==> src/rtl/pes_pkg.sv <==
// constants, register map and types of the completion-error sideband controller
package pes_pkg;

   // clock and timing
   localparam int unsigned CLK_HZ = 40_000_000;
   localparam int unsigned CPL_TIMEOUT_MS = 50;
   localparam int unsigned CPL_TIMEOUT_CYCLES = CPL_TIMEOUT_MS * (CLK_HZ / 1000);
   localparam int unsigned CPL_ERR_SPACING = 8;
   localparam logic [2:0] GAP_LOAD = 3'(CPL_ERR_SPACING - 1);

   // software register offsets
   localparam int unsigned ADDR_W = 8;
   localparam logic [7:0] REG_CMD = 8'h00;
   localparam logic [7:0] REG_MSI_CFG = 8'h04;
   localparam logic [7:0] REG_PENDING = 8'h08;
   localparam logic [7:0] REG_HDR0 = 8'h0C;
   localparam logic [7:0] REG_HDR3 = 8'h18;
   localparam logic [7:0] REG_STATUS = 8'h1C;
   localparam logic [7:0] REG_IRQ_STATUS = 8'h20;
   localparam logic [7:0] REG_IRQ_CLEAR = 8'h24;
   localparam logic [7:0] REG_IRQ_ENABLE = 8'h28;

   // command register fields
   localparam int unsigned CMD_VEC_LSB = 0;
   localparam int unsigned CMD_FUNC_LSB = 8;
   // msi / timeout config fields
   localparam int unsigned MSI_AER_LSB = 0;
   localparam int unsigned MSI_PEX_LSB = 8;
   localparam int unsigned TO_EN_BIT = 16;
   localparam int unsigned TO_FATAL_BIT = 17;
   // status register fields
   localparam int unsigned STS_BUSY_BIT = 0;
   localparam int unsigned STS_INTX_LSB = 1;
   localparam int unsigned STS_SERR_BIT = 5;

   // completion-error vector bits
   localparam int unsigned CE_W = 7;
   localparam int unsigned CE_TIMEOUT_COR = 0;
   localparam int unsigned CE_TIMEOUT_UNC = 1;
   localparam int unsigned CE_CPL_ABORT = 2;
   localparam int unsigned CE_UNEXPECTED = 3;
   localparam int unsigned CE_UR_POSTED = 4;
   localparam int unsigned CE_UR_NONPOSTED = 5;
   localparam int unsigned CE_LOG_HDR = 6;

   // header logging over the management port
   localparam logic [11:0] LMI_HDR_BASE = 12'h081C;
   localparam logic [11:0] LMI_HDR_STEP = 12'h0004;
   localparam logic [1:0] HDR_LAST = 2'h3;

   // interrupt status bits
   localparam int unsigned IRQ_W = 5;
   localparam int unsigned IRQ_SERR = 0;
   localparam int unsigned IRQ_INTX = 1;
   localparam int unsigned IRQ_DONE = 2;
   localparam int unsigned IRQ_REFUSED = 3;
   localparam int unsigned IRQ_TIMEOUT = 4;

   typedef enum logic [2:0] {
      ST_IDLE,
      ST_HDR_RD,
      ST_HDR_WR,
      ST_HDR_ACK,
      ST_FIRE
   } pes_state_t;

   // index of the lowest set bit of a function vector
   function automatic logic [2:0] lowest_set(input logic [7:0] v);
      logic [2:0] r;
      r = 3'h0;
      for (int i = 7; i >= 0; i--) begin
         if (v[i]) begin
            r = 3'(i);
         end
      end
      return r;
   endfunction

endpackage

==> src/rtl/pes_hdr_mem.sv <==
// four-word store for the logged error header, registered read
`timescale 1ns/1ps
module pes_hdr_mem (
   input wire logic core_clk,
   input wire logic reset,
   input wire logic wr_en,
   input wire logic [1:0] wr_addr,
   input wire logic [31:0] wr_data,
   input wire logic rd_en,
   input wire logic [1:0] rd_addr,
   output logic [31:0] rd_data
);

   logic [31:0] mem [0:3];

   // write port
   always_ff @(posedge core_clk) begin
      if (wr_en) begin
         mem[wr_addr] <= wr_data;
      end
   end

   // read data held in a register
   always_ff @(posedge core_clk or posedge reset) begin
      if (reset) begin
         rd_data <= 32'h0000_0000;
      end else if (rd_en) begin
         rd_data <= mem[rd_addr];
      end
   end

endmodule

==> src/rtl/pes_ctrl.sv <==
// application-side controller for root-port interrupts and completion-error reporting
// Contract
// - controller supplies the 5-bit error-reporting msi number
// - controller supplies the 5-bit power-management msi number
// - each completion error is reported by a one-cycle pulse of its bit
// - correctable 50 ms completion timeout reported on bit 0
// - uncorrectable 50 ms completion timeout reported on bit 1
// - completer abort bit follows the abort completion the application already sent
// - bit 3 reports unexpected completions not caught inside the core
// - bit 4 makes a posted request unsupported
// - bit 5 follows an unsupported-request completion for a non-posted request
// - the application itself builds every rejecting completion
// - log-header bit needs the four header words written first at 0x81C..0x828
// - reports at least 8 cycles apart, function number in the same cycle
// - one level completion-pending bit per function, bit 0 is function 0
`timescale 1ns/1ps
module pes_ctrl #(
   parameter int unsigned TIMEOUT_CYCLES = pes_pkg::CPL_TIMEOUT_CYCLES
) (
   input wire logic core_clk,
   input wire logic reset,
   input wire logic [7:0] reg_addr,
   input wire logic [31:0] reg_wdata,
   input wire logic reg_wr,
   input wire logic reg_rd,
   output logic [31:0] reg_rdata,
   output logic irq,
   input wire logic [3:0] int_status,
   input wire logic serr_out,
   output logic [4:0] aer_msi_num,
   output logic [4:0] pex_msi_num,
   output logic [6:0] cpl_err,
   output logic [2:0] cpl_err_func,
   output logic [7:0] cpl_pending,
   output logic [11:0] lmi_addr,
   output logic [31:0] lmi_din,
   output logic lmi_wr,
   input wire logic lmi_ack
);

   // sequencer state
   pes_pkg::pes_state_t state_r;
   logic [6:0] req_vec_r;
   logic [2:0] req_func_r;
   logic [1:0] hdr_idx_r;
   logic [2:0] gap_r;
   // timeout timer
   logic to_en_r;
   logic to_fatal_r;
   logic [31:0] to_cnt_r;
   logic to_req_r;
   logic to_done_r;
   // interrupt status, enables and events
   logic [3:0] intx_prev_r;
   logic [pes_pkg::IRQ_W-1:0] irq_sts_r;
   logic [pes_pkg::IRQ_W-1:0] irq_en_r;
   logic [pes_pkg::IRQ_W-1:0] irq_set;
   logic [pes_pkg::IRQ_W-1:0] irq_clr;
   // header read data and decoded strobes
   logic [31:0] hdr_q;
   logic cmd_wr;
   logic hdr_wr;
   logic cmd_ok;
   logic to_hit;
   logic fire;
   logic [1:0] hdr_wr_idx;
   logic [7:0] hdr_off;

   // register write decode
   assign cmd_wr = reg_wr && (reg_addr == pes_pkg::REG_CMD);
   assign hdr_wr = reg_wr && (reg_addr >= pes_pkg::REG_HDR0) && (reg_addr <= pes_pkg::REG_HDR3);
   assign hdr_off = reg_addr - pes_pkg::REG_HDR0;
   assign hdr_wr_idx = hdr_off[3:2];
   assign irq_clr = (reg_wr && reg_addr == pes_pkg::REG_IRQ_CLEAR) ?
                    reg_wdata[pes_pkg::IRQ_W-1:0] : '0;

   // a command is taken only when idle and it reports something
   assign cmd_ok = cmd_wr && (state_r == pes_pkg::ST_IDLE) &&
                   (reg_wdata[pes_pkg::CMD_VEC_LSB +: pes_pkg::CE_W] != 7'h00);
   // a ready report leaves only once the spacing counter has run out
   assign fire = (state_r == pes_pkg::ST_FIRE) && (gap_r == 3'h0);
   // timer expiry, at most once per pending write
   assign to_hit = to_en_r && !to_done_r && (cpl_pending != 8'h00) &&
                   (to_cnt_r == 32'(TIMEOUT_CYCLES - 1));

   // header words, replayed to the management port before a logged report
   pes_hdr_mem u_hdr_mem (
      .core_clk(core_clk),
      .reset(reset),
      .wr_en(hdr_wr),
      .wr_addr(hdr_wr_idx),
      .wr_data(reg_wdata),
      .rd_en(state_r == pes_pkg::ST_HDR_RD),
      .rd_addr(hdr_idx_r),
      .rd_data(hdr_q)
   );

   // report sequencer
   always_ff @(posedge core_clk or posedge reset) begin
      if (reset) begin
         state_r <= pes_pkg::ST_IDLE;
         req_vec_r <= 7'h00;
         req_func_r <= 3'h0;
         hdr_idx_r <= 2'h0;
      end else begin
         case (state_r)
            pes_pkg::ST_IDLE: begin
               hdr_idx_r <= 2'h0;
               // software must already have sent any abort or UR completion
               if (cmd_ok) begin
                  req_vec_r <= reg_wdata[pes_pkg::CMD_VEC_LSB +: pes_pkg::CE_W];
                  req_func_r <= reg_wdata[pes_pkg::CMD_FUNC_LSB +: 3];
                  if (reg_wdata[pes_pkg::CMD_VEC_LSB + pes_pkg::CE_LOG_HDR]) begin
                     state_r <= pes_pkg::ST_HDR_RD;
                  end else begin
                     state_r <= pes_pkg::ST_FIRE;
                  end
               end else if (to_req_r) begin
                  // timeout report: correctable or not, per config
                  req_vec_r <= 7'h00;
                  req_vec_r[pes_pkg::CE_TIMEOUT_UNC] <= to_fatal_r;
                  req_vec_r[pes_pkg::CE_TIMEOUT_COR] <= !to_fatal_r;
                  req_func_r <= pes_pkg::lowest_set(cpl_pending);
                  state_r <= pes_pkg::ST_FIRE;
               end
            end
            pes_pkg::ST_HDR_RD: begin
               state_r <= pes_pkg::ST_HDR_WR;
            end
            pes_pkg::ST_HDR_WR: begin
               state_r <= pes_pkg::ST_HDR_ACK;
            end
            pes_pkg::ST_HDR_ACK: begin
               if (lmi_ack) begin
                  hdr_idx_r <= hdr_idx_r + 2'h1;
                  if (hdr_idx_r == pes_pkg::HDR_LAST) begin
                     state_r <= pes_pkg::ST_FIRE;
                  end else begin
                     state_r <= pes_pkg::ST_HDR_RD;
                  end
               end
            end
            pes_pkg::ST_FIRE: begin
               if (fire) begin
                  state_r <= pes_pkg::ST_IDLE;
               end
            end
            default: begin
               state_r <= pes_pkg::ST_IDLE;
            end
         endcase
      end
   end

   // management port writes of the header, first word to the lowest address
   always_ff @(posedge core_clk or posedge reset) begin
      if (reset) begin
         lmi_addr <= 12'h000;
         lmi_din <= 32'h0000_0000;
         lmi_wr <= 1'b0;
      end else begin
         lmi_wr <= 1'b0;
         if (state_r == pes_pkg::ST_HDR_WR) begin
            lmi_addr <= pes_pkg::LMI_HDR_BASE + 12'(hdr_idx_r) * pes_pkg::LMI_HDR_STEP;
            lmi_din <= hdr_q;
            lmi_wr <= 1'b1;
         end
      end
   end

   // one-cycle error pulse with its function number, spaced by the gap counter
   always_ff @(posedge core_clk or posedge reset) begin
      if (reset) begin
         cpl_err <= 7'h00;
         cpl_err_func <= 3'h0;
         gap_r <= 3'h0;
      end else begin
         cpl_err <= 7'h00;
         if (fire) begin
            cpl_err <= req_vec_r;
            cpl_err_func <= req_func_r;
            gap_r <= pes_pkg::GAP_LOAD;
         end else if (gap_r != 3'h0) begin
            gap_r <= gap_r - 3'h1;
         end
      end
   end

   // msi numbers, pending levels and timeout config
   always_ff @(posedge core_clk or posedge reset) begin
      if (reset) begin
         aer_msi_num <= 5'h00;
         pex_msi_num <= 5'h00;
         to_en_r <= 1'b0;
         to_fatal_r <= 1'b0;
         cpl_pending <= 8'h00;
      end else if (reg_wr) begin
         if (reg_addr == pes_pkg::REG_MSI_CFG) begin
            aer_msi_num <= reg_wdata[pes_pkg::MSI_AER_LSB +: 5];
            pex_msi_num <= reg_wdata[pes_pkg::MSI_PEX_LSB +: 5];
            to_en_r <= reg_wdata[pes_pkg::TO_EN_BIT];
            to_fatal_r <= reg_wdata[pes_pkg::TO_FATAL_BIT];
         end
         if (reg_addr == pes_pkg::REG_PENDING) begin
            cpl_pending <= reg_wdata[7:0];
         end
      end
   end

   // completion timeout timer, armed while any function is pending
   always_ff @(posedge core_clk or posedge reset) begin
      if (reset) begin
         to_cnt_r <= 32'h0000_0000;
         to_req_r <= 1'b0;
         to_done_r <= 1'b0;
      end else begin
         if (reg_wr && reg_addr == pes_pkg::REG_PENDING) begin
            to_done_r <= 1'b0;
            to_cnt_r <= 32'h0000_0000;
         end else if (!to_en_r || to_done_r || cpl_pending == 8'h00) begin
            to_cnt_r <= 32'h0000_0000;
         end else if (to_hit) begin
            to_cnt_r <= 32'h0000_0000;
            to_done_r <= 1'b1;
         end else begin
            to_cnt_r <= to_cnt_r + 32'h0000_0001;
         end
         // expiry queues a report until the sequencer is idle
         if (to_hit) begin
            to_req_r <= 1'b1;
         end else if (state_r == pes_pkg::ST_IDLE && !cmd_ok) begin
            to_req_r <= 1'b0;
         end
      end
   end

   // interrupt events; device sideband is on this same clock, no synchroniser
   always_comb begin
      irq_set = '0;
      irq_set[pes_pkg::IRQ_SERR] = serr_out;
      irq_set[pes_pkg::IRQ_INTX] = |(int_status & ~intx_prev_r);
      irq_set[pes_pkg::IRQ_DONE] = fire;
      irq_set[pes_pkg::IRQ_REFUSED] = cmd_wr && !cmd_ok;
      irq_set[pes_pkg::IRQ_TIMEOUT] = to_hit;
   end

   // sticky status, set wins over clear, enable gates the level output
   always_ff @(posedge core_clk or posedge reset) begin
      if (reset) begin
         irq_sts_r <= '0;
         irq_en_r <= '0;
         intx_prev_r <= 4'h0;
         irq <= 1'b0;
      end else begin
         intx_prev_r <= int_status;
         irq_sts_r <= (irq_sts_r & ~irq_clr) | irq_set;
         if (reg_wr && reg_addr == pes_pkg::REG_IRQ_ENABLE) begin
            irq_en_r <= reg_wdata[pes_pkg::IRQ_W-1:0];
         end
         irq <= |(((irq_sts_r & ~irq_clr) | irq_set) & irq_en_r);
      end
   end

   // read data, valid the cycle after the read strobe
   always_ff @(posedge core_clk or posedge reset) begin
      if (reset) begin
         reg_rdata <= 32'h0000_0000;
      end else if (reg_rd) begin
         reg_rdata <= 32'h0000_0000;
         case (reg_addr)
            pes_pkg::REG_MSI_CFG: begin
               reg_rdata[pes_pkg::MSI_AER_LSB +: 5] <= aer_msi_num;
               reg_rdata[pes_pkg::MSI_PEX_LSB +: 5] <= pex_msi_num;
               reg_rdata[pes_pkg::TO_EN_BIT] <= to_en_r;
               reg_rdata[pes_pkg::TO_FATAL_BIT] <= to_fatal_r;
            end
            pes_pkg::REG_PENDING: begin
               reg_rdata[7:0] <= cpl_pending;
            end
            pes_pkg::REG_STATUS: begin
               reg_rdata[pes_pkg::STS_BUSY_BIT] <= (state_r != pes_pkg::ST_IDLE);
               reg_rdata[pes_pkg::STS_INTX_LSB +: 4] <= int_status;
               reg_rdata[pes_pkg::STS_SERR_BIT] <= serr_out;
            end
            pes_pkg::REG_IRQ_STATUS: begin
               reg_rdata[pes_pkg::IRQ_W-1:0] <= irq_sts_r;
            end
            pes_pkg::REG_IRQ_ENABLE: begin
               reg_rdata[pes_pkg::IRQ_W-1:0] <= irq_en_r;
            end
            default: begin
               reg_rdata <= 32'h0000_0000;
            end
         endcase
      end
   end

endmodule

==> config.mk <==
export PLATFORM = sky130hd
export DESIGN_NAME = pes_ctrl
export DESIGN_NICKNAME = d
export VERILOG_FILES = /design/src/rtl/pes_pkg.sv /design/src/rtl/pes_hdr_mem.sv /design/src/rtl/pes_ctrl.sv
export SDC_FILE = /design/constraint.sdc
export NUM_CORES = 1
export LEC_CHECK = 0
export BUFFER_PORTS_ARGS = -buffer_cell sky130_fd_sc_hd__buf_2
export CAP_MARGIN = 20
export CORE_ASPECT_RATIO = 0.7
export CORE_MARGIN = 1.5
export CORE_UTILIZATION = 55
export DETAILED_ROUTE_END_ITERATION = 8
export PLACE_DENSITY = 0.79
export SETUP_SLACK_MARGIN = 0.15
export SLEW_MARGIN = 15
export SYNTH_ARGS = -nofsm -noshare
export SYNTH_HDL_FRONTEND = slang
export SYNTH_SLANG_ARGS = --single-unit
==> constraint.sdc <==
create_clock -name core_clk -period 6.8 [get_ports core_clk]
set_input_delay 1.02 -clock core_clk [delete_from_list [all_inputs] [get_ports core_clk]]
set_output_delay 1.02 -clock core_clk [all_outputs]
set_load 0.02 [all_outputs]
==> reports/summary.md <==
The flow ran to the end, and the final reports show no timing, DRC or antenna violations. The number of setup violations in the final report was 0. The later pin in the worst-skew pair is clocked with a latency of 0.54 ns.

Setup repair after global routing left no endpoint under its margin. Among all flip-flop cells after synthesis, the most frequent one is sky130_fd_sc_hd__dfrtp_1. The internal power of the cells was 3.55 mW; the clock group share of total power was 0.304. Category of the most critical setup path: primary input to flip-flop.

STA classifies the critical path endpoint as a flip-flop. After synthesis, the mean cell area works out to 14.0 um^2. The mux contribution to synthesized area came out at 0.120.

In this run the worst hold path is classified as flip-flop to flip-flop. The placed wire-length estimate after detailed placement is 16.8 mm. The run gives 7652 as the number of global-route vias before repair. The tools report the floorplan core area as 22500 um^2. The first routing iteration left 867 violations. The via count normalized by instance count is 5.63, and the number of filler instances in the final layout is 1614. For this design, the CTS-stage hold fixing added 0 buffers. The area growth from synthesis to layout is 15.0%.

For this design the static power due to leakage is 6.05 nW. The synthesized-area fraction occupied by ao, oa, aoi and oai cells is 0.0399. The signal on the critical path passes through buf_2 > or4_4 > nor4b_4 > nor2b_1 > o21ai_2 > mux2_4.

The run gives 1 as the H-tree depth. In this run, synthesis produced a sequential element count of 310. After detailed placement, the design holds a cell count of 1313.

The analysis attributes to net switching a power of 1.47 mW. The routed layout has 7717 vias. The clock transition time at the flip-flop clock pins of the worst setup and hold paths was 0.06 ns. 156 I/O pins were placed. The number of synthesized flops with an enable pin is 128. The measured slew at the worst slew-check pin works out to 1.05 ns. The highest attainable clock frequency came out at 304 MHz. The share of the synthesized area in the top cell type was 0.363; the count of cell types in the netlist was 58. The root cell of the clock tree is sky130_fd_sc_hd__clkbuf_16. Summed over all layers, the global routing overflow is 0. CTS saw 310 sinks. The proportion of layout cells with a drive suffix above 1 came out at 0.288. For the final database, setup skew stands at 0.00779 ns. The routed design could run at a clock period as short as 3.28 ns. The fraction of power consumed by sequential logic came out at 0.473. The horizontal die dimension came out at 184 um. The fraction of the core area covered by cells at the end of the flow was 0.641; the number of setup buffers added after CTS was 0. The logs give 126 for the pin count of the biggest net entering global routing and 23700 um^2 for the die footprint.

The logs give 5 for the number of detailed-route iterations in the first pass and 2 for the initial antenna violation count. Routability congestion estimate: 0.896. Post-synthesis adder-cell area fraction: 0.00499. The net count of the finished layout is 1090. Input and output buffers added on the ports amount to 131.

The total number of yosys warnings came out at 0. The clock passes through at most 3 buffers. The tools report the post-cts resize count as 0.

Sorting the synthesized cells by area gives the leading types as sky130_fd_sc_hd__dfrtp_1 (36%), sky130_fd_sc_hd__edfxtp_1 (31%), sky130_fd_sc_hd__mux4_2 (5.7%). The fraction of registers with async set/reset came out at 0.587. The switching portion of total power is 0.293, and the instance count of the mapped netlist is 898. The tools report the number of antenna-violating nets in the routed design as 0. TritonCTS built the clock tree. After detailed routing, the number of remaining DRC violations is 0.

Hold violation count in the final report: 0. In this run, CTS created clock tree buffers numbering 28. Data on the critical path is required at its endpoint by 7.22 ns. Measured along the y axis, the die boundary spans 129 um.

The starting density of the core was 0.558; the netlist area before placement was 12500 um^2. After synthesis, the largest family of logic cells by area is multiplexers. For the max-capacitance violation count, the log shows 0. The run gives 0.233 as the total global routing track utilization. The tools report the number of max-slew violations in the final report as 0. In the final timing run, aggregate negative setup slack is 0 ns. The tightest hold path in the finished design has a slack of 0.462 ns. The run gives 0.669 as the post-synthesis sequential area ratio. The count of cells in the finished layout, fillers not included, comes to 1371. The post-synthesis simple-gate area fraction is 0.109, and the longest individual stage delay on the worst path is 0.72 ns. The global-route wire length before repair was 42.4 mm; the worst relative slew slack was 0.296. In the layout the commonest cells are sky130_fd_sc_hd__dfrtp_1 (181), sky130_fd_sc_hd__nand2_1 (133), sky130_fd_sc_hd__buf_2 (132). The part of the power in combinational logic was 0.222.

The share of the cycle needed by the critical path after routing was 0.483; the maximum vdd drop was 0.223 mV. For the floorplan row count, the log shows 46. The slowest stage of the critical path belongs to the cell sky130_fd_sc_hd__nor2b_1. Most frequent standard cell in the layout excluding fill and tap cells: sky130_fd_sc_hd__dfrtp_1. The wire length after detailed routing is 27.1 mm. The post-synthesis cell type with the largest combined area is sky130_fd_sc_hd__dfrtp_1. Data on the critical path arrives at its endpoint at 3.70 ns.

The total power was 5.02 mW; the share of the synthesized netlist area taken by xor and xnor gates was 0.0209. The type of origin of the critical path was a primary input. Of all nets on the critical path, the largest fanout is 11.

In this run the power density over the cells is 348 nW/um^2. Dividing the detail-routed wire length by the instance count gives 19.8 um.
[layer usage]
metal,share of wire,track usage,routed length (um),vias to the layer above
met3,0.077,0.0506,2080,45
met1,0.43,0.336,11700,3879
met5,0,0,0,-
met4,0.021,0.0656,582,0
li1,-,-,-,3458
met2,0.47,0.363,12700,335
[flip-flops by register name, indices dropped and copies added (netlist names), 7 cells and up]
register,flops
cpl_err,7
cpl_pending,8
lmi_din,32
reg_rdata,15
req_vec_r,7
to_cnt_r,32
u_hdr_mem.mem,128
u_hdr_mem.rd_data,32
[kinds of logic after synthesis]
group,Yosys count
xor gates and xnor gates,30
other,1
muxes,101
buffers and inverters,90
DFF,310
AOI/OAI and AO/OA,72
and+or+nand+nor,289
adders and majority gates,5
[synth_stat cells, types with 12 or more instances]
cell type / n
sky130_fd_sc_hd__nand3_1: 21
sky130_fd_sc_hd__mux4_2: 32
sky130_fd_sc_hd__buf_4: 25
sky130_fd_sc_hd__mux2_2: 61
sky130_fd_sc_hd__dfrtp_1: 182
sky130_fd_sc_hd__nor3_1: 13
sky130_fd_sc_hd__clkbuf_1: 22
sky130_fd_sc_hd__nand2_1: 133
sky130_fd_sc_hd__xor2_1: 21
sky130_fd_sc_hd__nand4_1: 19
sky130_fd_sc_hd__edfxtp_1: 128
sky130_fd_sc_hd__nor2_1: 52
sky130_fd_sc_hd__o21ai_0: 20
sky130_fd_sc_hd__and2_1: 12
sky130_fd_sc_hd__inv_1: 29
[power groups by stage]
stage	Combinational [mW]	Clock [mW]	Sequential [mW]
after floorplan	0.705	0	2.48
final	1.11	1.53	2.38
after global placement	1.06	0	2.40
after global routing	1.22	1.62	2.41
after detailed placement	1.10	0	2.41
after CTS	1.11	1.55	2.38
[cell type report]
cell class / count / area, um^2 / share of cell area
tap: 312 / 390 / 0.0270
clock buffer: 40 / 807 / 0.0559
antenna: 2 / 5.00 / 0.000347
timing repair buffer: 144 / 783 / 0.0543
multi-input combinational: 521 / 3840 / 0.266
sequential: 310 / 8400 / 0.582
inverter: 30 / 120 / 0.00832
clock inverter: 12 / 90.1 / 0.00624
[stage by stage]
step / area (um^2) / worst slack (ns)
2_1_floorplan: 12600 / 0.836
3_3_place_gp: 13500 / 3.17
3_5_place_dp: 13500 / 3.04
4_1_cts: 14400 / 3.46
5_1_grt: 14400 / 3.40
6_report: 14400 / 3.52
[worst paths after layout]
kind / startpoint / endpoint / slack (ns) / cells past startpoint
max in group asynchronous: reset / state_r[2]$_DFFE_PP0P_ / 4.82 / 3
min reg2reg: u_hdr_mem.rd_data[15]$_DFFE_PP0P_ / lmi_din[15]$_DFFE_PP0P_ / 0.46 / 2
max reg2reg: state_r[1]$_DFFE_PP0P_ / lmi_din[5]$_DFFE_PP0P_ / 3.97 / 5
min in group asynchronous: reset / cpl_err[2]$_DFF_PP0_ / 0.66 / 2
min: u_hdr_mem.rd_data[15]$_DFFE_PP0P_ / lmi_din[15]$_DFFE_PP0P_ / 0.46 / 2
max: reg_addr[4] / req_func_r[1]$_DFFE_PP0P_ / 3.52 / 6
[critical path: cells and delay by family]
kind / cells / cell delay (ns)
AOI/OAI and AO/OA: 1 / 0.34
muxes: 1 / 0.38
and+or+nand+nor: 3 / 1.82
buffers and inverters: 1 / 0.13
Note: power is estimated with default switching activity, not from simulation.
